**src/verilog/scpmp_pkg.sv**
```systemverilog
package scpmp_pkg;

  // ************************************************************
  // characters
  // ************************************************************
  localparam logic [7:0] CH_LF    = 8'h0a;
  localparam logic [7:0] CH_SPACE = 8'h20;
  localparam logic [7:0] CH_STAR  = 8'h2a;
  localparam logic [7:0] CH_PLUS  = 8'h2b;
  localparam logic [7:0] CH_COMMA = 8'h2c;
  localparam logic [7:0] CH_MINUS = 8'h2d;
  localparam logic [7:0] CH_DOT   = 8'h2e;
  localparam logic [7:0] CH_ZERO  = 8'h30;
  localparam logic [7:0] CH_COLON = 8'h3a;
  localparam logic [7:0] CH_SEMI  = 8'h3b;
  localparam logic [7:0] CH_QUERY = 8'h3f;
  localparam logic [7:0] CH_E     = 8'h45;

  // ************************************************************
  // limits and special values
  // ************************************************************
  localparam int          MAX_DEPTH  = 4;
  localparam int          SUF_CHARS  = 6;
  localparam logic [4:0]  NR1_DIGITS = 5'h10;
  localparam logic [4:0]  NRX_DIGITS = 5'h0f;
  localparam logic [1:0]  EXP_DIGITS = 2'h3;
  localparam logic [63:0] NAN_MANT   = 64'h9910_0000_0000_0000;
  localparam logic [4:0]  NAN_NDIG   = 5'h03;
  localparam logic [3:0]  NAN_POINT  = 4'h1;
  localparam logic [11:0] NAN_EXP    = 12'h037;

  // ************************************************************
  // suffix multipliers as powers of ten
  // ************************************************************
  localparam logic signed [7:0] MUL_EXA   = 8'sd18;
  localparam logic signed [7:0] MUL_PETA  = 8'sd15;
  localparam logic signed [7:0] MUL_TERA  = 8'sd12;
  localparam logic signed [7:0] MUL_GIGA  = 8'sd9;
  localparam logic signed [7:0] MUL_MEGA  = 8'sd6;
  localparam logic signed [7:0] MUL_KILO  = 8'sd3;
  localparam logic signed [7:0] MUL_MILLI = -8'sd3;
  localparam logic signed [7:0] MUL_MICRO = -8'sd6;
  localparam logic signed [7:0] MUL_NANO  = -8'sd9;
  localparam logic signed [7:0] MUL_PICO  = -8'sd12;
  localparam logic signed [7:0] MUL_FEMTO = -8'sd15;
  localparam logic signed [7:0] MUL_ATTO  = -8'sd18;

  typedef enum logic [2:0] {
    U_NONE = 3'h0, U_HZ = 3'h1, U_S = 3'h2, U_V = 3'h3,
    U_OHM  = 3'h4, U_PCT = 3'h5, U_DEG = 3'h6
  } scpmp_unit_e;

  typedef enum logic [1:0] {
    FMT_NR1 = 2'h0, FMT_NR2 = 2'h1, FMT_NR3 = 2'h2, FMT_NAN = 2'h3
  } scpmp_fmt_e;

  typedef struct packed {
    logic [3:0][7:0]   path;
    logic [2:0]        depth;
    logic              common;
    logic              query;
    logic              hasNum;
    logic              neg;
    logic [31:0]       mant;
    logic signed [7:0] exp10;
    scpmp_unit_e       unit;
  } scpmp_cmd_s;

  typedef struct packed {
    scpmp_fmt_e  fmt;
    logic        neg;
    logic [63:0] digits;
    logic [4:0]  nDig;
    logic [3:0]  pointPos;
    logic        expNeg;
    logic [11:0] expBcd;
    logic        lastGroup;
    logic        lastMsg;
  } scpmp_resp_s;

  typedef struct packed {
    logic       eoi;
    logic [7:0] data;
  } scpmp_tx_s;

endpackage
```
**src/verilog/scpmp_fifo.sv**
```systemverilog
`timescale 1ns/1ps
module scpmp_fifo #(
  parameter int WIDTH = 9,
  parameter int DEPTH = 16
) (
  input  wire logic             core_clk, // clock
  input  wire logic             rst,      // async reset
  input  wire logic             flush,    // drop all words
  input  wire logic             inValid,  // write request
  output logic                  inReady,  // not full
  input  wire logic [WIDTH-1:0] inData,   // write word
  output logic                  outValid, // not empty
  input  wire logic             outReady, // read accept
  output logic [WIDTH-1:0]      outData   // head word
);
  localparam int AW = $clog2(DEPTH);

  logic [WIDTH-1:0] memReg [DEPTH];
  logic [AW:0]      wrReg;
  logic [AW:0]      rdReg;

  assign inReady  = (wrReg[AW] == rdReg[AW]) || (wrReg[AW-1:0] != rdReg[AW-1:0]);
  assign outValid = wrReg != rdReg;
  assign outData  = memReg[rdReg[AW-1:0]];

  always_ff @(posedge core_clk)
  begin
    if (inValid && inReady)
      memReg[wrReg[AW-1:0]] <= inData;
  end

  always_ff @(posedge core_clk or posedge rst)
  begin
    if (rst) begin
      wrReg <= '0;
      rdReg <= '0;
    end else if (flush) begin
      wrReg <= '0;
      rdReg <= '0;
    end else begin
      if (inValid && inReady)
        wrReg <= wrReg + 1'b1;
      if (outValid && outReady)
        rdReg <= rdReg + 1'b1;
    end
  end
endmodule // scpmp_fifo

```
**src/verilog/scpmp_parser.sv**
```systemverilog
// Behaviour
// - multipliers EX PE T G K U N P F A: powers of ten
// - MA is mega; M is mega before OHM or HZ, milli otherwise
// - accept HZ S V OHM PCT DEG; PCT and DEG take no multiplier
// - command ends on line feed, EOI with last byte, or both
// - semicolon splits commands of one message; each handled in turn
// - first command from root; later ones at previous command's level
// - colon right after semicolon restarts at root
// - header forming no valid path raises a syntax error
// - trailing question mark marks a query, answered into the output queue
// - response waits in queue until read or a new message arrives
// - program bytes flow in only; response bytes flow out only
// - comma between values of one query
// - semicolon between result groups of different queries
// - every response ends with line feed carrying EOI
// - integer response at most 16 digits and a sign
// - fixed-point response at most 15 digits, sign, point
// - exponent response at most 15 digits, sign, point, E, sign, 3 digits
// - unavailable float answered as 9.91E+037 in exponent form
`timescale 1ns/1ps
module scpmp_parser #(
  parameter int FIFO_DEPTH = 16
) (
  input  wire logic               core_clk,  // 50 MHz clock
  input  wire logic               rst,       // async reset, high
  input  wire logic [7:0]         rxByte,    // program byte
  input  wire logic               rxEoi,     // EOI with this byte
  input  wire logic               rxValid,   // byte offered
  output logic                    rxReady,   // byte taken
  output scpmp_pkg::scpmp_cmd_s   cmd,       // parsed command
  output logic                    cmdValid,  // command offered
  input  wire logic               pathKnown, // path of cmd is valid
  input  wire logic               cmdReady,  // consumer takes cmd
  output logic                    synErr,    // syntax error pulse
  input  wire scpmp_pkg::scpmp_resp_s resp,  // response item
  input  wire logic               respValid, // item offered
  output logic                    respReady, // item taken
  output logic [7:0]              txByte,    // response byte
  output logic                    txEoi,     // EOI with byte
  output logic                    txValid,   // byte available
  input  wire logic               txReady    // controller reads
);
  // ************************************************************
  // input parsing
  // ************************************************************
  typedef enum logic [7:0] {
    P_START = 8'h01, P_HDR = 8'h02, P_PRM = 8'h04, P_NUM = 8'h08,
    P_EXPQ  = 8'h10, P_EXP = 8'h20, P_SUF = 8'h40, P_SKIP = 8'h80
  } scpmp_pstate_e;

  scpmp_pstate_e        pState;
  logic [7:0]           pathReg [scpmp_pkg::MAX_DEPTH];
  logic [2:0]           depthReg, baseReg, cDepth;
  logic [7:0]           wordReg;
  logic                 wordAny, commonReg, queryReg, numAny, negReg;
  logic                 fracOn, expNeg, errReg, pendEnd, msgOpen;
  logic [31:0]          mantReg;
  logic [7:0]           fracCnt, expVal;
  logic [47:0]          sufBuf;
  logic [2:0]           sufLen;
  logic                 cmdValidReg, synErrReg;
  scpmp_pkg::scpmp_cmd_s cmdReg;

  logic       take, isLf, isSemi, finish, msgEnd, flushQ;
  logic       isDig, isAlpha, ovf;
  logic [7:0] ch;
  logic [3:0] dig;
  logic [11:0] sufDec;

  function automatic logic [7:0] upc(input logic [7:0] c);
    upc = (c >= 8'h61 && c <= 8'h7a) ? c - 8'h20 : c;
  endfunction

  // {err, unit, mult}
  function automatic logic [11:0] sufDecode(input logic [47:0] b, input logic [2:0] n);
    logic [2:0]        u;
    logic [2:0]        ul;
    logic [2:0]        pl;
    logic [15:0]       p;
    logic signed [7:0] m;
    logic              e;
    u = scpmp_pkg::U_NONE;
    ul = 3'h0;
    m = 8'sd0;
    e = 1'b0;
    if (b[23:0] == "OHM" && n >= 3'h3) begin u = scpmp_pkg::U_OHM; ul = 3'h3; end
    else if (b[23:0] == "PCT" && n >= 3'h3) begin u = scpmp_pkg::U_PCT; ul = 3'h3; end
    else if (b[23:0] == "DEG" && n >= 3'h3) begin u = scpmp_pkg::U_DEG; ul = 3'h3; end
    else if (b[15:0] == "HZ" && n >= 3'h2) begin u = scpmp_pkg::U_HZ; ul = 3'h2; end
    else if (b[7:0] == "S" && n >= 3'h1) begin u = scpmp_pkg::U_S; ul = 3'h1; end
    else if (b[7:0] == "V" && n >= 3'h1) begin u = scpmp_pkg::U_V; ul = 3'h1; end
    else if (n != 3'h0) e = 1'b1;
    pl = n - ul;
    p = b[ul*8 +: 16];
    if (pl == 3'h1) begin
      case (p[7:0])
        "T": m = scpmp_pkg::MUL_TERA;
        "G": m = scpmp_pkg::MUL_GIGA;
        "K": m = scpmp_pkg::MUL_KILO;
        "U": m = scpmp_pkg::MUL_MICRO;
        "N": m = scpmp_pkg::MUL_NANO;
        "P": m = scpmp_pkg::MUL_PICO;
        "F": m = scpmp_pkg::MUL_FEMTO;
        "A": m = scpmp_pkg::MUL_ATTO;
        "M": m = (u == scpmp_pkg::U_OHM || u == scpmp_pkg::U_HZ) ?
                 scpmp_pkg::MUL_MEGA : scpmp_pkg::MUL_MILLI;
        default: e = 1'b1;
      endcase
    end else if (pl == 3'h2) begin
      if (p == "EX") m = scpmp_pkg::MUL_EXA;
      else if (p == "PE") m = scpmp_pkg::MUL_PETA;
      else if (p == "MA") m = scpmp_pkg::MUL_MEGA;
      else e = 1'b1;
    end else if (pl != 3'h0) e = 1'b1;
    if (pl != 3'h0 && (u == scpmp_pkg::U_PCT || u == scpmp_pkg::U_DEG))
      e = 1'b1;
    sufDecode = {e, u, m};
  endfunction

  assign ch      = upc(rxByte);
  assign rxReady = !cmdValidReg && !pendEnd;
  assign take    = rxValid && rxReady;
  assign isLf    = ch == scpmp_pkg::CH_LF;
  assign isSemi  = ch == scpmp_pkg::CH_SEMI;
  assign finish  = pendEnd || (take && (isLf || isSemi));
  assign msgEnd  = pendEnd || (take && (isLf || rxEoi));
  assign flushQ  = take && !msgOpen;
  assign isDig   = ch >= 8'h30 && ch <= 8'h39;
  assign isAlpha = ch >= 8'h41 && ch <= 8'h5a;
  assign dig     = ch[3:0];
  assign cDepth  = depthReg + {2'b00, wordAny};
  assign ovf     = wordAny && depthReg == 3'(scpmp_pkg::MAX_DEPTH);
  assign sufDec  = sufDecode(sufBuf, sufLen);
  assign cmd      = cmdReg;
  assign cmdValid = cmdValidReg;
  assign synErr   = synErrReg;

  always_ff @(posedge core_clk or posedge rst)
  begin
    if (rst) begin
      pState <= P_START;
      for (int i = 0; i < scpmp_pkg::MAX_DEPTH; i++)
        pathReg[i] <= 8'h00;
      depthReg <= 3'h0; baseReg <= 3'h0; wordReg <= 8'h00;
      wordAny <= 1'b0; commonReg <= 1'b0; queryReg <= 1'b0;
      numAny <= 1'b0; negReg <= 1'b0; fracOn <= 1'b0; expNeg <= 1'b0;
      errReg <= 1'b0; pendEnd <= 1'b0; msgOpen <= 1'b0;
      mantReg <= 32'h0; fracCnt <= 8'h00; expVal <= 8'h00;
      sufBuf <= 48'h0; sufLen <= 3'h0;
      cmdValidReg <= 1'b0; synErrReg <= 1'b0; cmdReg <= '0;
    end else begin
      synErrReg <= 1'b0;
      if (cmdValidReg && (!pathKnown || cmdReady)) begin
        cmdValidReg <= 1'b0;
        if (!pathKnown)
          synErrReg <= 1'b1;
      end
      if (take && !msgOpen)
        msgOpen <= 1'b1;
      if (take && !isLf && !isSemi) begin
        if (rxEoi)
          pendEnd <= 1'b1;
        case (pState)
          P_START:
          begin
            if (ch == scpmp_pkg::CH_COLON) begin
              depthReg <= 3'h0;
              pState <= P_HDR;
            end else if (ch == scpmp_pkg::CH_STAR) begin
              commonReg <= 1'b1;
              depthReg <= 3'h0;
              pState <= P_HDR;
            end else if (isAlpha) begin
              depthReg <= baseReg;
              wordReg <= ch;
              wordAny <= 1'b1;
              pState <= P_HDR;
            end else if (ch != scpmp_pkg::CH_SPACE) begin
              errReg <= 1'b1;
              pState <= P_SKIP;
            end
          end
          P_HDR:
          begin
            if (isAlpha || isDig) begin
              wordReg <= {wordReg[6:0], wordReg[7]} ^ ch;
              wordAny <= 1'b1;
            end else if (ch == scpmp_pkg::CH_COLON || ch == scpmp_pkg::CH_QUERY ||
                         ch == scpmp_pkg::CH_SPACE) begin
              if (ovf || (!wordAny && ch == scpmp_pkg::CH_COLON))
                errReg <= 1'b1;
              else if (wordAny)
                pathReg[depthReg[1:0]] <= wordReg;
              depthReg <= ovf ? depthReg : cDepth;
              wordReg <= 8'h00;
              wordAny <= 1'b0;
              if (ch == scpmp_pkg::CH_QUERY)
                queryReg <= 1'b1;
              if (ch != scpmp_pkg::CH_COLON)
                pState <= P_PRM;
            end else begin
              errReg <= 1'b1;
              pState <= P_SKIP;
            end
          end
          P_PRM:
          begin
            if (isDig || ch == scpmp_pkg::CH_MINUS || ch == scpmp_pkg::CH_PLUS ||
                ch == scpmp_pkg::CH_DOT) begin
              numAny <= 1'b1;
              negReg <= ch == scpmp_pkg::CH_MINUS;
              fracOn <= ch == scpmp_pkg::CH_DOT;
              mantReg <= isDig ? {28'h0, dig} : 32'h0;
              pState <= P_NUM;
            end else if (ch != scpmp_pkg::CH_SPACE)
              pState <= P_SKIP;
          end
          P_NUM:
          begin
            if (isDig) begin
              mantReg <= 32'(mantReg * 32'd10 + {28'h0, dig});
              if (fracOn)
                fracCnt <= fracCnt + 8'h01;
            end else if (ch == scpmp_pkg::CH_DOT && !fracOn)
              fracOn <= 1'b1;
            else if (ch == scpmp_pkg::CH_E)
              pState <= P_EXPQ;
            else if (ch == scpmp_pkg::CH_SPACE)
              pState <= P_SUF;
            else if (isAlpha) begin
              sufBuf <= {sufBuf[39:0], ch};
              sufLen <= 3'h1;
              pState <= P_SUF;
            end else if (ch == scpmp_pkg::CH_COMMA)
              pState <= P_SKIP;
            else begin
              errReg <= 1'b1;
              pState <= P_SKIP;
            end
          end
          P_EXPQ:
          begin
            // E is an exponent only when a digit or sign follows
            if (isDig || ch == scpmp_pkg::CH_MINUS || ch == scpmp_pkg::CH_PLUS) begin
              expNeg <= ch == scpmp_pkg::CH_MINUS;
              expVal <= isDig ? {4'h0, dig} : 8'h00;
              pState <= P_EXP;
            end else begin
              sufBuf <= isAlpha ? {sufBuf[31:0], scpmp_pkg::CH_E, ch} :
                                  {sufBuf[39:0], scpmp_pkg::CH_E};
              sufLen <= isAlpha ? 3'h2 : 3'h1;
              pState <= P_SUF;
            end
          end
          P_EXP, P_SUF:
          begin
            if (isDig && pState == P_EXP)
              expVal <= 8'(expVal * 8'd10 + {4'h0, dig});
            else if (isAlpha) begin
              if (sufLen == 3'(scpmp_pkg::SUF_CHARS))
                errReg <= 1'b1;
              sufBuf <= {sufBuf[39:0], ch};
              sufLen <= sufLen + 3'h1;
              pState <= P_SUF;
            end else if (ch == scpmp_pkg::CH_SPACE)
              pState <= P_SUF;
            else if (ch == scpmp_pkg::CH_COMMA)
              pState <= P_SKIP;
            else begin
              errReg <= 1'b1;
              pState <= P_SKIP;
            end
          end
          P_SKIP: ;
          default: pState <= P_SKIP;
        endcase
      end
      if (finish) begin
        if (cDepth != 3'h0 || commonReg || errReg) begin
          if (errReg || sufDec[11] || (ovf && pState == P_HDR))
            synErrReg <= 1'b1;
          else begin
            cmdValidReg <= 1'b1;
            for (int i = 0; i < scpmp_pkg::MAX_DEPTH; i++)
              cmdReg.path[i] <= (pState == P_HDR && wordAny && depthReg == 3'(i)) ?
                                wordReg : pathReg[i];
            cmdReg.depth  <= cDepth;
            cmdReg.common <= commonReg;
            cmdReg.query  <= queryReg;
            cmdReg.hasNum <= numAny;
            cmdReg.neg    <= negReg;
            cmdReg.mant   <= mantReg;
            cmdReg.exp10  <= (expNeg ? -$signed(expVal) : $signed(expVal))
                             - $signed(fracCnt) + $signed(sufDec[7:0]);
            cmdReg.unit   <= scpmp_pkg::scpmp_unit_e'(sufDec[10:8]);
          end
        end
        if (pState == P_HDR && wordAny && !ovf)
          pathReg[depthReg[1:0]] <= wordReg;
        if (msgEnd)
          baseReg <= 3'h0;
        else if (!commonReg && cDepth != 3'h0)
          baseReg <= cDepth - 3'h1;
        if (msgEnd)
          msgOpen <= 1'b0;
        pState <= P_START; depthReg <= 3'h0;
        wordReg <= 8'h00; wordAny <= 1'b0; commonReg <= 1'b0;
        queryReg <= 1'b0; numAny <= 1'b0; negReg <= 1'b0;
        fracOn <= 1'b0; expNeg <= 1'b0; errReg <= 1'b0; pendEnd <= 1'b0;
        mantReg <= 32'h0; fracCnt <= 8'h00; expVal <= 8'h00; sufLen <= 3'h0;
      end
    end
  end

  // ************************************************************
  // response formatting
  // ************************************************************
  typedef enum logic [7:0] {
    F_IDLE = 8'h01, F_SIGN = 8'h02, F_DIG = 8'h04, F_PT  = 8'h08,
    F_EXPE = 8'h10, F_EXPS = 8'h20, F_EXPD = 8'h40, F_SEP = 8'h80
  } scpmp_fstate_e;

  scpmp_fstate_e         fState;
  scpmp_pkg::scpmp_resp_s itemReg;
  logic [4:0]            digLeft;
  logic [3:0]            intLeft;
  logic [1:0]            expLeft;
  logic                  fValid, fReady, isNr3;
  logic [4:0]            nd;
  scpmp_pkg::scpmp_tx_s  fChar, outWord;

  assign respReady = fState == F_IDLE;
  assign fValid    = fState != F_IDLE;
  assign isNr3     = itemReg.fmt == scpmp_pkg::FMT_NR3;
  // digit budget per format
  assign nd = (resp.fmt == scpmp_pkg::FMT_NR1) ?
              ((resp.nDig > scpmp_pkg::NR1_DIGITS) ? scpmp_pkg::NR1_DIGITS : resp.nDig) :
              ((resp.nDig > scpmp_pkg::NRX_DIGITS) ? scpmp_pkg::NRX_DIGITS : resp.nDig);

  always_comb
  begin
    fChar.eoi = 1'b0;
    case (fState)
      F_SIGN: fChar.data = scpmp_pkg::CH_MINUS;
      F_DIG:  fChar.data = scpmp_pkg::CH_ZERO | {4'h0, itemReg.digits[63:60]};
      F_PT:   fChar.data = scpmp_pkg::CH_DOT;
      F_EXPE: fChar.data = scpmp_pkg::CH_E;
      F_EXPS: fChar.data = itemReg.expNeg ? scpmp_pkg::CH_MINUS : scpmp_pkg::CH_PLUS;
      F_EXPD: fChar.data = scpmp_pkg::CH_ZERO | {4'h0, itemReg.expBcd[11:8]};
      F_SEP:
      begin
        fChar.eoi  = itemReg.lastMsg;
        fChar.data = itemReg.lastMsg ? scpmp_pkg::CH_LF :
                     itemReg.lastGroup ? scpmp_pkg::CH_SEMI :
                     scpmp_pkg::CH_COMMA;
      end
      default: fChar.data = 8'h00;
    endcase
  end

  always_ff @(posedge core_clk or posedge rst)
  begin
    if (rst) begin
      fState <= F_IDLE;
      itemReg <= '0;
      digLeft <= 5'h0;
      intLeft <= 4'h0;
      expLeft <= 2'h0;
    end else if (fState == F_IDLE) begin
      if (respValid) begin
        itemReg <= resp;
        digLeft <= (nd == 5'h0) ? 5'h1 : nd;
        intLeft <= (resp.pointPos == 4'h0) ? 4'h1 : resp.pointPos;
        fState <= resp.neg ? F_SIGN : F_DIG;
        if (resp.fmt == scpmp_pkg::FMT_NAN) begin
          itemReg.fmt      <= scpmp_pkg::FMT_NR3;
          itemReg.neg      <= 1'b0;
          itemReg.digits   <= scpmp_pkg::NAN_MANT;
          itemReg.expNeg   <= 1'b0;
          itemReg.expBcd   <= scpmp_pkg::NAN_EXP;
          digLeft <= scpmp_pkg::NAN_NDIG;
          intLeft <= scpmp_pkg::NAN_POINT;
          fState  <= F_DIG;
        end
      end
    end else if (fReady) begin
      case (fState)
        F_SIGN: fState <= F_DIG;
        F_DIG:
        begin
          itemReg.digits <= {itemReg.digits[59:0], 4'h0};
          digLeft <= digLeft - 5'h1;
          intLeft <= intLeft - 4'h1;
          if (digLeft == 5'h1)
            fState <= isNr3 ? F_EXPE : F_SEP;
          else if (intLeft == 4'h1 && itemReg.fmt != scpmp_pkg::FMT_NR1)
            fState <= F_PT;
        end
        F_PT:   fState <= F_DIG;
        F_EXPE: fState <= F_EXPS;
        F_EXPS:
        begin
          expLeft <= scpmp_pkg::EXP_DIGITS;
          fState <= F_EXPD;
        end
        F_EXPD:
        begin
          itemReg.expBcd <= {itemReg.expBcd[7:0], 4'h0};
          expLeft <= expLeft - 2'h1;
          if (expLeft == 2'h1)
            fState <= F_SEP;
        end
        F_SEP:   fState <= F_IDLE;
        default: fState <= F_IDLE;
      endcase
    end
  end

  // ************************************************************
  // output queue
  // ************************************************************
  scpmp_fifo #(
    .WIDTH ($bits(scpmp_pkg::scpmp_tx_s)),
    .DEPTH (FIFO_DEPTH)
  ) u_queue (
    .core_clk (core_clk),
    .rst      (rst),
    .flush    (flushQ),
    .inValid  (fValid),
    .inReady  (fReady),
    .inData   (fChar),
    .outValid (txValid),
    .outReady (txReady),
    .outData  (outWord)
  );

  assign txByte = outWord.data;
  assign txEoi  = outWord.eoi;
endmodule // scpmp_parser

```
**config.mk**
```make
export PLATFORM = sky130hd
export DESIGN_NAME = scpmp_parser
export DESIGN_NICKNAME = d
export VERILOG_FILES = /design/src/verilog/scpmp_pkg.sv /design/src/verilog/scpmp_fifo.sv /design/src/verilog/scpmp_parser.sv
export SDC_FILE = /design/constraint.sdc
export NUM_CORES = 1
export LEC_CHECK = 0
export BUFFER_PORTS_ARGS = -buffer_cell sky130_fd_sc_hd__buf_2
export CAP_MARGIN = 25
export CORE_ASPECT_RATIO = 2
export CORE_MARGIN = 2
export CORE_UTILIZATION = 30
export DETAILED_ROUTE_END_ITERATION = 12
export SLEW_MARGIN = 20
export SYNTH_ARGS = -nofsm -noshare
export SYNTH_HDL_FRONTEND = slang
export SYNTH_HIERARCHICAL = 1
export SYNTH_SLANG_ARGS = --single-unit
```
**constraint.sdc**
```tcl
create_clock -name core_clk -period 14.2 [get_ports core_clk]
set_input_delay 0.71 -clock core_clk [delete_from_list [all_inputs] [get_ports core_clk]]
set_output_delay 0.71 -clock core_clk [all_outputs]
set_load 0.01 [all_outputs]
```
---- After elaboration in Yosys (flattened, before gate mapping) ----
Memories as Yosys holds them, arrays and structs flattened.
Cells that the tools add are included.
operators by class
  divide/modulo/power cells ............... 0
  bitwise logic cells ..................... 4
  order comparisons ....................... 13
  add/sub/neg operators ................... 16
  eq/ne operators ......................... 107
  shift operators ......................... 1
  reductions and logical operators ........ 123
  muxes and demuxes ....................... 247
  multipliers ............................. 2
operators with widths
  operator                number
  $mux W8                 50
  $mux W32                12
  $mux W48                8
  $mux W64                3
  $pmux W48 S3            1
  $eq A8 B7 Y1 const B    14
  $mux W1                 89
  $eq A8 B6 Y1 const B    11
  $mux W88                1
  $mux W3                 27
  $mux W5                 16
  $eq A24 B23 Y1 const B  3
  $pmux W8 S9             1
  $ne A3 B3 Y1 const B    23
  $mux W67                1
  $bwmux W32              2
  $eq A16 B15 Y1 const B  4
  $pmux W32 S2            1
  $pmux W8 S7             1
  $pmux W7 S7             1
  $shiftx A48 B7 Y16      1
  $reduce_bool A2 Y1      22
  $pmux W8 S5             1
  $mux W12                3
  84 further kinds        217
storage, ports and cells
  bits in registers ....................... 366
  latch bits .............................. 0
  output and inout port bits .............. 96
  RAM bits ................................ 128
  bits in read-only memories .............. 0
  input port bits ......................... 107
  word-level logic and storage cells ...... 565
  memories ................................ 1
memories
  memory          depth  bits a word  read ports  clocked after memory_dff  write ports  line              source
  u_queue.memReg  16     8            1           0                         1            scpmp_fifo.sv:18  logic [WIDTH-1:0] memReg [DEPTH];

---- Depth between registers and ports, before layout ----
Gate-level depths: netlist of run 1.
  word-level depth ........................ 21
  depth in mapped cells ................... 28
  mapped depth without buffers ............ 26

---- Hierarchy ----
Netlist of run 1, hierarchy kept.
by module, submodules not included
  module        times used  seq. area each (sq um)  area an instance (sq um)  cells an instance
  scpmp_parser  1           8485.6                  20723.6                   2137
  scpmp_fifo    1           4574.4                  6337.3                    336

---- Worst setup path before layout of run 1 ----
No wires, ideal clock.
  kind .................................... reg-to-reg
  start point ............................. register sufLen[1]
  end point ............................... register cmdReg (netlist bit cmd[10])
  arrival ................................. 5908 ps
  path slack .............................. 8165 ps
  cell stages (with the launch flop) ...... 27
  period minus slack after synthesis ...... 6035 ps
  library setup time ...................... 128 ps
  required time ........................... 14072 ps
  path buffers ............................ 1
  cells stage by stage .................... dfrtp_1 -> ha_1 -> ha_1 -> a211o_1 -> and4_1 -> a22o_1 -> a211oi_4 -> inv_4 -> buf_6 -> ha_1 -> fa_1 -> xnor2_1 -> nand2_1 -> nor3_1 -> o21ai_0 -> o21ai_0 -> fa_1 -> ha_1 -> a21o_1 -> a21oi_1 -> o21bai_1 -> a21oi_1 -> o21bai_1 -> a21oi_1 -> xnor2_1 -> xnor2_1 -> mux2_1
on the way
  word-level cells in the longest chain between the ends .. 20
  elaborated cells between the ends (all ways) .. 74
  those cells by class .................... 2 x add/sub; 3 x order compare; 18 x eq/ne; 1 x shift; 34 x mux; 1 x bitwise; 15 x reduce/logical
ends and longest elaborated chain
  element                                                line                 source
  from (decl)                                            scpmp_parser.sv:60   logic [2:0] sufLen;
  from (signal assigned)                                 scpmp_parser.sv:251  sufLen <= isAlpha ? 3'h2 : 3'h1;
  from (signal assigned)                                 scpmp_parser.sv:263  sufLen <= sufLen + 3'h1;
  branches (longest 20 deep; another with $ge A3 B1 Y1)  n/a
  to (decl)                                              scpmp_parser.sv:62   scpmp_pkg::scpmp_cmd_s cmdReg;
Several ways; the timed one is not identified.
A chain may end at the register's enable or synchronous reset.

---- Worst setup path in the final report of run 1 ----
Same ends and word-level chain as after synthesis.

==> run summary, run 1 <==
Setup bufs post-CTS -> 0
XOR/XNOR Fraction of Synth Area -> 0.03301
GRT Max-Usage Layer -> met2
Clock skew -> 0.03885 ns
Total track usage -> 0.1623
Iteration-0 DRC Markers -> 1,407
Post-Synth Adder-Cell Area -> 0.05465
Largest cells by area after synthesis -> dfrtp_1, edfxtp_1, ha_1
Cells after synthesis -> 2,473
ANT nets after route -> 0
Slew at the pin with the worst max-slew slack -> 0.9802 ns
Worst Reg-to-Reg Cells -> 24
Synth Register Bits -> 493
Synthesized area per cell -> 10.94 sq um
Setup TNS -> 0 ns
CP Launch Type -> register
Vias -> 19,970
GR Util met1 -> 0.1710
First-pass GRT wire length -> 118.9 mm
Initial Util -> 0.3027
Post_cts resized -> 0
Min Tclk post-route -> 7.007 ns
Setup CP Type -> reg -> reg
Predominant post-synthesis flop cell -> dfrtp_1
Proportion of synthesized area in mux cells -> 0.1206
H-tree depth -> 2
# port buffers -> 202
Register area share after synthesis -> 0.4826
CP Capture Type -> register
WL/cell -> 19.67 microns
Status -> complete, no violations
CTS tree -> done
# rows -> 155
HP Class -> in -> async
CTS Buf Count -> 48
RSZ-0062 raised after global routing -> no
Reg2reg end -> cmd[10]$_DFFE_PP0P_
Final net count -> 2,851
F_max -> 142.7 MHz
Largest family of logic cells by synthesized area -> simple AND/OR/NAND/NOR gates
Vias in the first global route -> 20,670
Non-Filler Instances -> 3,857
Largest area contributor in the netlist -> dfrtp_1
Die width -> 216.4 microns
Final Hold Viols -> 0
Post-synth top area share -> 0.3209
Synth async-reset ratio -> 0.7079
Max-slew violations -> 0
Crit path cell chain -> ha_1, ha_1, a211o_1, and4_1, a22o_1, a211oi_2, inv_2, a211oi_2, or2_1, nand3_1, a211oi_1, o21ai_0, o21ai_0, fa_1, ha_1, a21o_1, a21oi_1, o21bai_1, a21oi_1, o21bai_1, a21oi_1, xnor2_1, xnor2_1, mux2_1
DRT Pass-1 Iters -> 5
GR met3 Demand/Resource -> 0.01993
Slowest cell on crit path -> a211oi_2
Crit path max-delay family -> compound AO/OA/AOI/OAI gates
Setup-failing EPs final -> 0
R2r setup slk -> 7.19 ns
Post-synth EDFFs -> 144
Clk root buf -> clkbuf_16
Placeable Area -> 89,400 sq um
Simple-gate portion of the synthesized area -> 0.1453
Met2 GRT Util -> 0.3131
Fill cells -> 8,986
Crit-path max cell delay -> 0.80 ns
Die Ht -> 428.7 microns
P&R area growth vs syn -> 14.12%
Netlist Area Pre-Place -> 27,060 sq um
Total power divided by cell area -> 144.8 nW/um^2
HPWL Detailed -> 55.03 mm
WL final -> 75.88 mm
Worst-path clk slew -> 0.07 ns
Pleak -> 0.01350 uW
Largest net degree at the start of global routing -> 123
Gr ovfl total -> 0
Drc violations -> 0
Max FO, Critical Path -> 11
Share of cells above drive strength 1 -> 0.2005
GP Congestion -> 0.9155
Tcrit/Tclk final -> 0.4934
Relative slew slack -> 0.3441
Worst VDD drop -> 0.1253 mV
Compound-Gate Fraction of Synth Area -> 0.1313
Synth warn -> 6
Hold-fix buffers at CTS -> 0
WP buf/inv -> 1
WP data required -> 14.71 ns
Dpl cells -> 3,758
Max_cap viols -> 0
CTS max path bufs -> 3
IO Pins -> 203
FF-to-FF Start -> sufLen[1]$_DFFE_PP0P_
Worst endpoint data arrival time -> 7.51 ns
Distinct cells, synth -> 99
Clock latency on the worst-skew pair -> 0.65 ns
Clock sinks -> 493
Vias per cell -> 5.178
Antenna violations before repair -> 10
Full die area -> 92,770 sq um
layer usage:
layer  wire length (microns)  part of all wire  vias up
met5                      35           0.00046        -
met4                    3539             0.047        6
met3                    2792             0.037      178
met1                   27670              0.36     9880
met2                   41850              0.55      509
li1                        -                 -     9400
cell families (layout without fill, tap and decap cells):
kind of cell    Yosys count  count (layout)
compound gates          516             516
fa+ha+maj               111             111
mux                     235             235
xor+xnor                102             102
other cells               1              23
buf+inv                 198             383
simple gates            817             817
flops                   493             493
sequential cells by signal (all words and copies together), names as in the netlist, 8 cells and up:
signal,cells
sufBuf,40
wordReg,8
fracCnt,8
u_queue/memReg,144
itemReg,81
expVal,8
cmd,82
fState,8
pathReg,32
pState,8
mantReg,32
per-stage QoR:
step                      power, uW  hold slack [ns]  instance area (sq um)  worst slack [ns]    util
after global placement         3192           0.4600                  29210             7.281  0.3268
after detailed placement       3221           0.4684                  29260             7.250  0.3273
after global routing           4739           0.1238                  30880             6.602  0.3454
final                          4473           0.1399                  30880             7.193  0.3454
after floorplan                2843           0.4420                  27120             4.098       -
after CTS                      4535          0.09678                  30850             7.232  0.3451
power breakdown:
part           internal, uW  switching (uW)
sequential             1750             150
combinational           480             800
clock                   694             599
total                  2920            1550
synthesized netlist by cell type, drive strengths merged, types with 25 or more instances:
master / count
buf: 37
mux4: 36
nand2b: 25
a31oi: 27
xor2: 41
edfxtp: 144
mux2: 161
clkbuf: 101
o31ai: 27
mux2i: 38
o21ai: 144
a221oi: 62
inv: 60
and3: 29
xnor2: 61
nand2: 233
nand3: 51
nor2: 262
a211oi: 25
a21oi: 76
nor2b: 29
nor3: 41
ha: 99
dfrtp: 347
cell usage in the layout (no fill, tap or decap), drive strengths merged, types with 19 or more instances in the layout:
cell type | synthesis | layout
dfrtp | 347 | 347
nor2 | 262 | 262
nand2 | 233 | 233
buf | 37 | 232
mux2 | 161 | 161
edfxtp | 144 | 144
o21ai | 144 | 144
ha | 99 | 99
a21oi | 76 | 76
inv | 60 | 64
a221oi | 62 | 62
xnor2 | 61 | 61
clkbuf | 101 | 61
nand3 | 51 | 51
nor3 | 41 | 41
xor2 | 41 | 41
mux2i | 38 | 38
mux4 | 36 | 36
nor2b | 29 | 29
and3 | 29 | 29
o31ai | 27 | 27
a31oi | 27 | 27
nand2b | 25 | 25
a211oi | 25 | 25
nand4 | 22 | 22
a21o | 21 | 21
nor4 | 19 | 19
clkinv | 0 | 19
area by class of cell:
cell class / count / area, sq um / area share
multi-input combinational: 1797 / 13240 / 0.4289
sequential: 493 / 13060 / 0.4229
tap: 1177 / 1473 / 0.04769
clock buffer: 60 / 1286 / 0.04165
timing repair buffer: 233 / 1261 / 0.04084
clock inverter: 30 / 304.0 / 0.009845
inverter: 60 / 235.2 / 0.007617
antenna: 7 / 17.52 / 0.0005672
worst max-delay path by stage:
stage,startpoint,to,slack (ns),depth (start not counted)
floorplan,rst,baseReg[0]$_DFFE_PP0P_,4.10,1
global placement,sufLen[1]$_DFFE_PP0P_,cmd[10]$_DFFE_PP0P_,7.28,24
detailed placement,sufLen[1]$_DFFE_PP0P_,cmd[10]$_DFFE_PP0P_,7.25,24
CTS,sufLen[1]$_DFFE_PP0P_,cmd[10]$_DFFE_PP0P_,7.23,24
global route,sufLen[1]$_DFFE_PP0P_,cmd[10]$_DFFE_PP0P_,6.60,24
finish,sufLen[1]$_DFFE_PP0P_,cmd[10]$_DFFE_PP0P_,7.19,24
Power figures use the tool's default switching activity.
==> run 2: changes to the inputs <==
clock period = 5.65 ns   (was 14.2 ns; I/O delays follow)
==> run summary, run 2 (synthesis results as in run 1) <==
WP data required -> 6.15 ns (was 14.71 ns)
FF-to-FF Start -> sufLen[1]$_DFFE_PP0P_ (unchanged)
Vias per cell -> 5.182 (was 5.178)
Worst endpoint data arrival time -> 6.17 ns (was 7.51 ns)
Crit path launch -> sufLen[1]$_DFFE_PP0P_ (unchanged)
GP Congestion -> 0.8954 (was 0.9155)
Most common cell after layout, fill and taps aside -> dfrtp_1 (unchanged)
Final Hold Viols -> 0 (unchanged)
Placed Area -> 29,910 sq um (was 29,260 sq um)
Iteration-0 DRC Markers -> 1,216 (was 1,407)
Max-slew violations -> 0 (unchanged)
Clock latency on the worst-skew pair -> 0.62 ns (was 0.65 ns)
Full die area -> 92,770 sq um (unchanged)
Clock sinks -> 493 (unchanged)
Met1 wire length -> 28.98 mm (was 27.67 mm)
Initial Util -> 0.3027 (unchanged)
Vias in the first global route -> 21,600 (was 20,670)
Drc violations -> 0 (unchanged)
CTS max path bufs -> 3 (unchanged)
IO Pins -> 203 (unchanged)
Dpl cells -> 3,830 (was 3,758)
Min Tclk post-route -> 5.664 ns (was 7.007 ns)
Worst Reg-to-Reg Cells -> 26 (was 24)
# port buffers -> 202 (unchanged)
Placeable Area -> 89,400 sq um (unchanged)
Setup TNS -> -0.01431 ns (was 0 ns)
Clk root buf -> clkbuf_16 (unchanged)
Metal3 WL -> 2.882 mm (was 2.792 mm)
HP Class -> in -> reg (was in -> async)
DRT Pass-1 Iters -> 5 (unchanged)
Met2 wire length -> 43.44 mm (was 41.85 mm)
Worst setup margin -> -0.01431 ns (was 7.193 ns)
Min-delay src -> respValid
Non-Filler Instances -> 4,026 (was 3,857)
Slew at the pin with the worst max-slew slack -> 1.061 ns (was 0.9802 ns)
Worst-path clk slew -> 0.07 ns (about the same)
ANT nets after route -> 0 (unchanged)
Vias -> 20,860 (was 19,970)
CTS Buf Count -> 47 (was 48)
Setup-failing EPs final -> 1 (was 0)
H-tree depth -> 2 (unchanged)
Most frequent cells in the layout -> dfrtp_1, nor2_1, nand2_1 (unchanged)
Max FO, Critical Path -> 4 (was 11)
Final net count -> 3,019 (was 2,851)
CTS tree -> done (unchanged)
Hold path depth -> 3
Max reg flops -> 144 (unchanged)
HPWL Detailed -> 57.00 mm (was 55.03 mm)
Share of cells above drive strength 1 -> 0.2230 (was 0.2005)
Worst VDD drop -> 0.2371 mV (was 0.1253 mV)
Largest net degree at the start of global routing -> 174 (was 123)
Status -> finished with violations (was complete, no violations)
Pleak -> 0.01430 uW (was 0.01350 uW)
Hold slack -> 0.04518 ns (was 0.1399 ns)
Setup CP Type -> reg -> reg (unchanged)
First-pass GRT wire length -> 122.8 mm (was 118.9 mm)
Tcrit/Tclk final -> 1.003 (was 0.4934)
WL final -> 79.21 mm (was 75.88 mm)
F_max -> 176.5 MHz (was 142.7 MHz)
Total power divided by cell area -> 349.0 nW/um^2 (was 144.8 nW/um^2)
Gr ovfl total -> 0 (unchanged)
# rows -> 155 (unchanged)
Top Layer Used -> met5 (unchanged)
Antenna violations before repair -> 13 (was 10)
CP Capture Type -> register (unchanged)
Relative slew slack -> 0.2909 (was 0.3441)
P&R area growth vs syn -> 20.24% (was 14.12%)
Clock skew -> 0.02959 ns (was 0.03885 ns)
Max_cap viols -> 0 (unchanged)
RSZ-0062 raised after global routing -> yes (was no)
Total track usage -> 0.1682 (was 0.1623)
WL/cell -> 19.68 microns (was 19.67 microns)
Post-route cell area -> 32,540 sq um (was 30,880 sq um)
Die width -> 216.4 microns (unchanged)
Failing checks -> negative setup slack
Die Ht -> 428.7 microns (unchanged)
CP Launch Type -> register (unchanged)
run 2: metrics by stage:
stage | total power (uW) | setup slack (ns) | util
finish | 11350 | -0.01431 | 0.3639
global route | 12030 | -0.2461 | 0.3639
CTS | 11480 | 0.0008242 | 0.3623
detailed placement | 8166 | -0.1030 | 0.3346
global placement | 8069 | -0.04341 | 0.3343
floorplan | 7151 | -0.03506 | -
run 2: final cells by class:
class                   instances  area [sq um]
clock inverters                25         246.5
diodes                         10         25.02
repair buffers                402          2858
flip-flops and latches        493         13060
multi-input cells            1797         13350
clock buffers                  62          1292
inverters                      60         231.5
well taps                    1177          1473
fillers                      8829         56870
run 2: worst paths after layout:
kind                            slack [ns]                            to
worst max-delay path                 -0.01           cmd[10]$_DFFE_PP0P_
worst min-delay path                  0.05        itemReg[7]$_DFFE_PP0P_
min in group asynchronous             0.22  u_queue/rdReg[3]$_DFFE_PP0P_
worst min register to register        0.48        expLeft[0]$_DFFE_PP0P_
worst max register to register       -0.01           cmd[10]$_DFFE_PP0P_
max in group asynchronous             3.85          pathReg[4]$_DFF_PP0_
run 2: repair_timing:
| item | CTS | global route |
|---|---|---|
| endpoints found under the hold margin | 120 | 0 |
| hold buffers | 92 | 0 |
| endpoints found under the setup margin | 2 | 2 |
| buffers inserted | 1 | 3 |
| gates resized for setup | 3 | 11 |
| pin swaps | 1 | 22 |
run 2: metal layers:
metal	global-route usage	vias up
li1	-	9750
met1	0.1766	10390
met2	0.3230	510
met3	0.01908	211
met4	0.08859	6
met5	0	-
run 2: critical path, cell delays in order (launching register included):
cell and delay, ns:
dfrtp_2 0.44, ha_4 0.18, ha_4 0.16, a211o_1 0.24, and4_4 0.16, a22o_4 0.26
a211oi_4 0.29, inv_4 0.09, ha_4 0.17, fa_2 0.37, xnor2_2 0.19, nand3b_1 0.11
a311oi_2 0.36, o2111ai_2 0.20, and2_1 0.19, o21ai_2 0.07, fa_1 0.45, ha_1 0.29
a21o_1 0.16, a21oi_2 0.15, o21bai_1 0.09, a21oi_2 0.16, o21bai_1 0.09, a21oi_2 0.18
xnor2_2 0.08, xnor2_1 0.13, mux2_4 0.28
run 2: where the power goes:
group	switching, uW	internal (uW)
Combinational	2070	1320
Clock	1480	1730
Sequential	364	4400
==> run 3: changes to the inputs <==
CORE_ASPECT_RATIO = default   (was 2)
==> run summary, run 3 (synthesis results as in run 1) <==
WP data required -> 6.20 ns (was 6.15 ns)
FF-to-FF Start -> sufLen[0]$_DFFE_PP0P_ (was sufLen[1]$_DFFE_PP0P_)
Clock sinks -> 493 (unchanged)
Max-slew violations -> 0 (unchanged)
Pleak -> 0.01434 uW (was 0.01430 uW)
Largest net degree at the start of global routing -> 168 (was 174)
Setup bufs post-CTS -> 0 (was 1)
F_max -> 179.5 MHz (was 176.5 MHz)
Fill cells -> 8,836 (was 8,829)
Antenna violations before repair -> 2 (was 13)
Initial Util -> 0.3016 (was 0.3027)
Setup-failing EPs final -> 0 (was 1)
WP buf/inv -> 1 (unchanged)
CP dominant cell by count -> ha_4
HP Class -> in -> reg (unchanged)
WL final -> 72.65 mm (was 79.21 mm)
H-tree depth -> 2 (unchanged)
Met2 wire length -> 32.91 mm (was 43.44 mm)
Setup CP Type -> reg -> reg (unchanged)
Die width -> 304.3 microns (was 216.4 microns)
Final Hold Viols -> 0 (unchanged)
Vias in the first global route -> 20,250 (was 21,600)
Vias -> 20,370 (was 20,860)
# port buffers -> 202 (unchanged)
Crit-path max cell delay -> 0.44 ns (was 0.45 ns)
Gr ovfl total -> 0 (unchanged)
Relative slew slack -> 0.3046 (was 0.2909)
Full die area -> 92,620 sq um (was 92,770 sq um)
Max_cap viols -> 0 (unchanged)
Max FO, Critical Path -> 3 (was 4)
Worst Reg-to-Reg Cells -> 26 (unchanged)
P&R area growth vs syn -> 20.82% (was 20.24%)
Total power divided by cell area -> 371.4 nW/um^2 (was 349.0 nW/um^2)
Total track usage -> 0.1540 (was 0.1682)
Drc violations -> 0 (unchanged)
Hold path depth -> 3 (unchanged)
ANT nets after route -> 0 (unchanged)
Metal3 WL -> 4.103 mm (was 2.882 mm)
Hold path endpoint -> itemReg[7]$_DFFE_PP0P_ (unchanged)
Worst-path clk slew -> 0.06 ns (was 0.07 ns)
Share of cells above drive strength 1 -> 0.2128 (was 0.2230)
R2r setup slk -> 0.08 ns (was -0.01 ns)
Hold slack -> 0.05085 ns (was 0.04518 ns)
CP Launch Type -> register (unchanged)
Slowest cell on crit path -> fa_1 (unchanged)
Clock skew -> 0.03784 ns (was 0.02959 ns)
Total Power Consumption -> 12,140 uW (was 11,350 uW)
Worst endpoint data arrival time -> 6.12 ns (was 6.17 ns)
Pre-CTS WS -> 0.02972 ns (was -0.1030 ns)
Min Tclk post-route -> 5.571 ns (was 5.664 ns)
Max reg flops -> 144 (unchanged)
# rows -> 110 (was 155)
GP Congestion -> 0.9013 (was 0.8954)
Worst setup margin -> 0.07875 ns (was -0.01431 ns)
Met1 wire length -> 34.41 mm (was 28.98 mm)
Status -> complete, no violations (was finished with violations)
Placeable Area -> 89,740 sq um (was 89,400 sq um)
Final net count -> 2,999 (was 3,019)
Crit path max-delay family -> compound AO/OA/AOI/OAI gates (unchanged)
Die Ht -> 304.3 microns (was 428.7 microns)
CTS max path bufs -> 3 (unchanged)
Iteration-0 DRC Markers -> 1,383 (was 1,216)
Most common cell after layout, fill and taps aside -> dfrtp_1 (unchanged)
IO Pins -> 203 (unchanged)
First-pass GRT wire length -> 115.7 mm (was 122.8 mm)
Most frequent cells in the layout -> dfrtp_1, nor2_1, nand2_1 (unchanged)
Vias per cell -> 5.084 (was 5.182)
Reg2reg end -> cmd[10]$_DFFE_PP0P_ (unchanged)
CP Capture Type -> register (unchanged)
RSZ-0062 raised after global routing -> yes (unchanged)
Worst VDD drop -> 0.3056 mV (was 0.2371 mV)
Clk root buf -> clkbuf_16 (unchanged)
Slew at the pin with the worst max-slew slack -> 1.039 ns (was 1.061 ns)
CTS Buf Count -> 57 (was 47)
Top Layer Used -> met5 (unchanged)
WL/cell -> 18.13 microns (was 19.68 microns)
CTS tree -> done (unchanged)
HPWL Detailed -> 50.06 mm (was 57.00 mm)
Tcrit/Tclk final -> 0.9861 (was 1.003)
Clock latency on the worst-skew pair -> 0.66 ns (was 0.62 ns)
DRT Pass-1 Iters -> 5 (unchanged)
Min-delay src -> respValid (unchanged)
[run 3: cell types whose count changed in the layout (fill, tap and decap cells not counted), sizes merged]
cell         previous run  this run
buf                   310       274
bufinv                  2         8
clkbuf                 62        76
diode                  10         2
dlygate4sd3            92        98
[run 3: through the flow]
| stage | utilization | setup TNS (ns) | std cells | instance area [sq um] |
|---|---|---|---|---|
| after floorplan | - | -0.03506 | 2488 | 27180 |
| after global placement | 0.3303 | 0 | 3798 | 29640 |
| after detailed placement | 0.3305 | 0 | 3799 | 29660 |
| after CTS | 0.3639 | 0 | 4004 | 32650 |
| after global routing | 0.3643 | -0.4053 | 4006 | 32690 |
| final | 0.3643 | 0 | 4007 | 32700 |
[run 3: area by class of cell]
type	count	area, sq um	share of cell area
clock buffer	76	1578	0.04826
inverter	60	231.5	0.007080
antenna	2	5.005	0.0001531
clock inverter	31	434.2	0.01328
timing repair buffer	372	2570	0.07860
multi-input combinational	1797	13340	0.4081
tap	1176	1471	0.04500
sequential	493	13060	0.3995
[run 3: power by group]
group	leakage [uW]	switching (uW)	total (uW)	internal (uW)
logic	0.00745	2160	3450	1290
clock network	0.000966	1590	3940	2340
registers	0.00592	352	4750	4400
total	0.0143	4110	12100	8030
[run 3: worst max-delay path by stage]
stage	from	end	slack [ns]	cells past startpoint
5_1_grt	sufLen[1]$_DFFE_PP0P_	cmd[9]$_DFFE_PP0P_	-0.21	25
3_5_place_dp	sufLen[1]$_DFFE_PP0P_	cmd[10]$_DFFE_PP0P_	0.03	26
4_1_cts	sufLen[1]$_DFFE_PP0P_	cmd[10]$_DFFE_PP0P_	0.04	26
2_1_floorplan	sufLen[1]$_DFFE_PP0P_	cmd[10]$_DFFE_PP0P_	-0.04	27
3_3_place_gp	sufLen[1]$_DFFE_PP0P_	cmd[10]$_DFFE_PP0P_	0.09	26
6_report	sufLen[0]$_DFFE_PP0P_	cmd[10]$_DFFE_PP0P_	0.08	26
[run 3: metal layers]
layer	GRT usage	vias to the layer above
met5	0	-
met4	0.03534	2
met3	0.03113	87
met2	0.2437	576
met1	0.2166	9980
li1	-	9725
[run 3: repair_timing]
item | 4_1_cts | 5_1_grt
endpoints found under the hold margin | 117 | 0
hold buffers | 98 | 0
endpoints found under the setup margin | 0 | 2
gates resized for setup | 0 | 6
[run 3: worst register-to-register path, delay by kind of cell, from the launching register on]
kind,cells,cell delay [ns]
DFF,1,0.41
muxes,1,0.28
adders and majority gates,6,1.61
xor gates and xnor gates,3,0.45
and+or+nand+nor,3,0.49
buffers and inverters,1,0.07
AOI/OAI and AO/OA,12,2.14
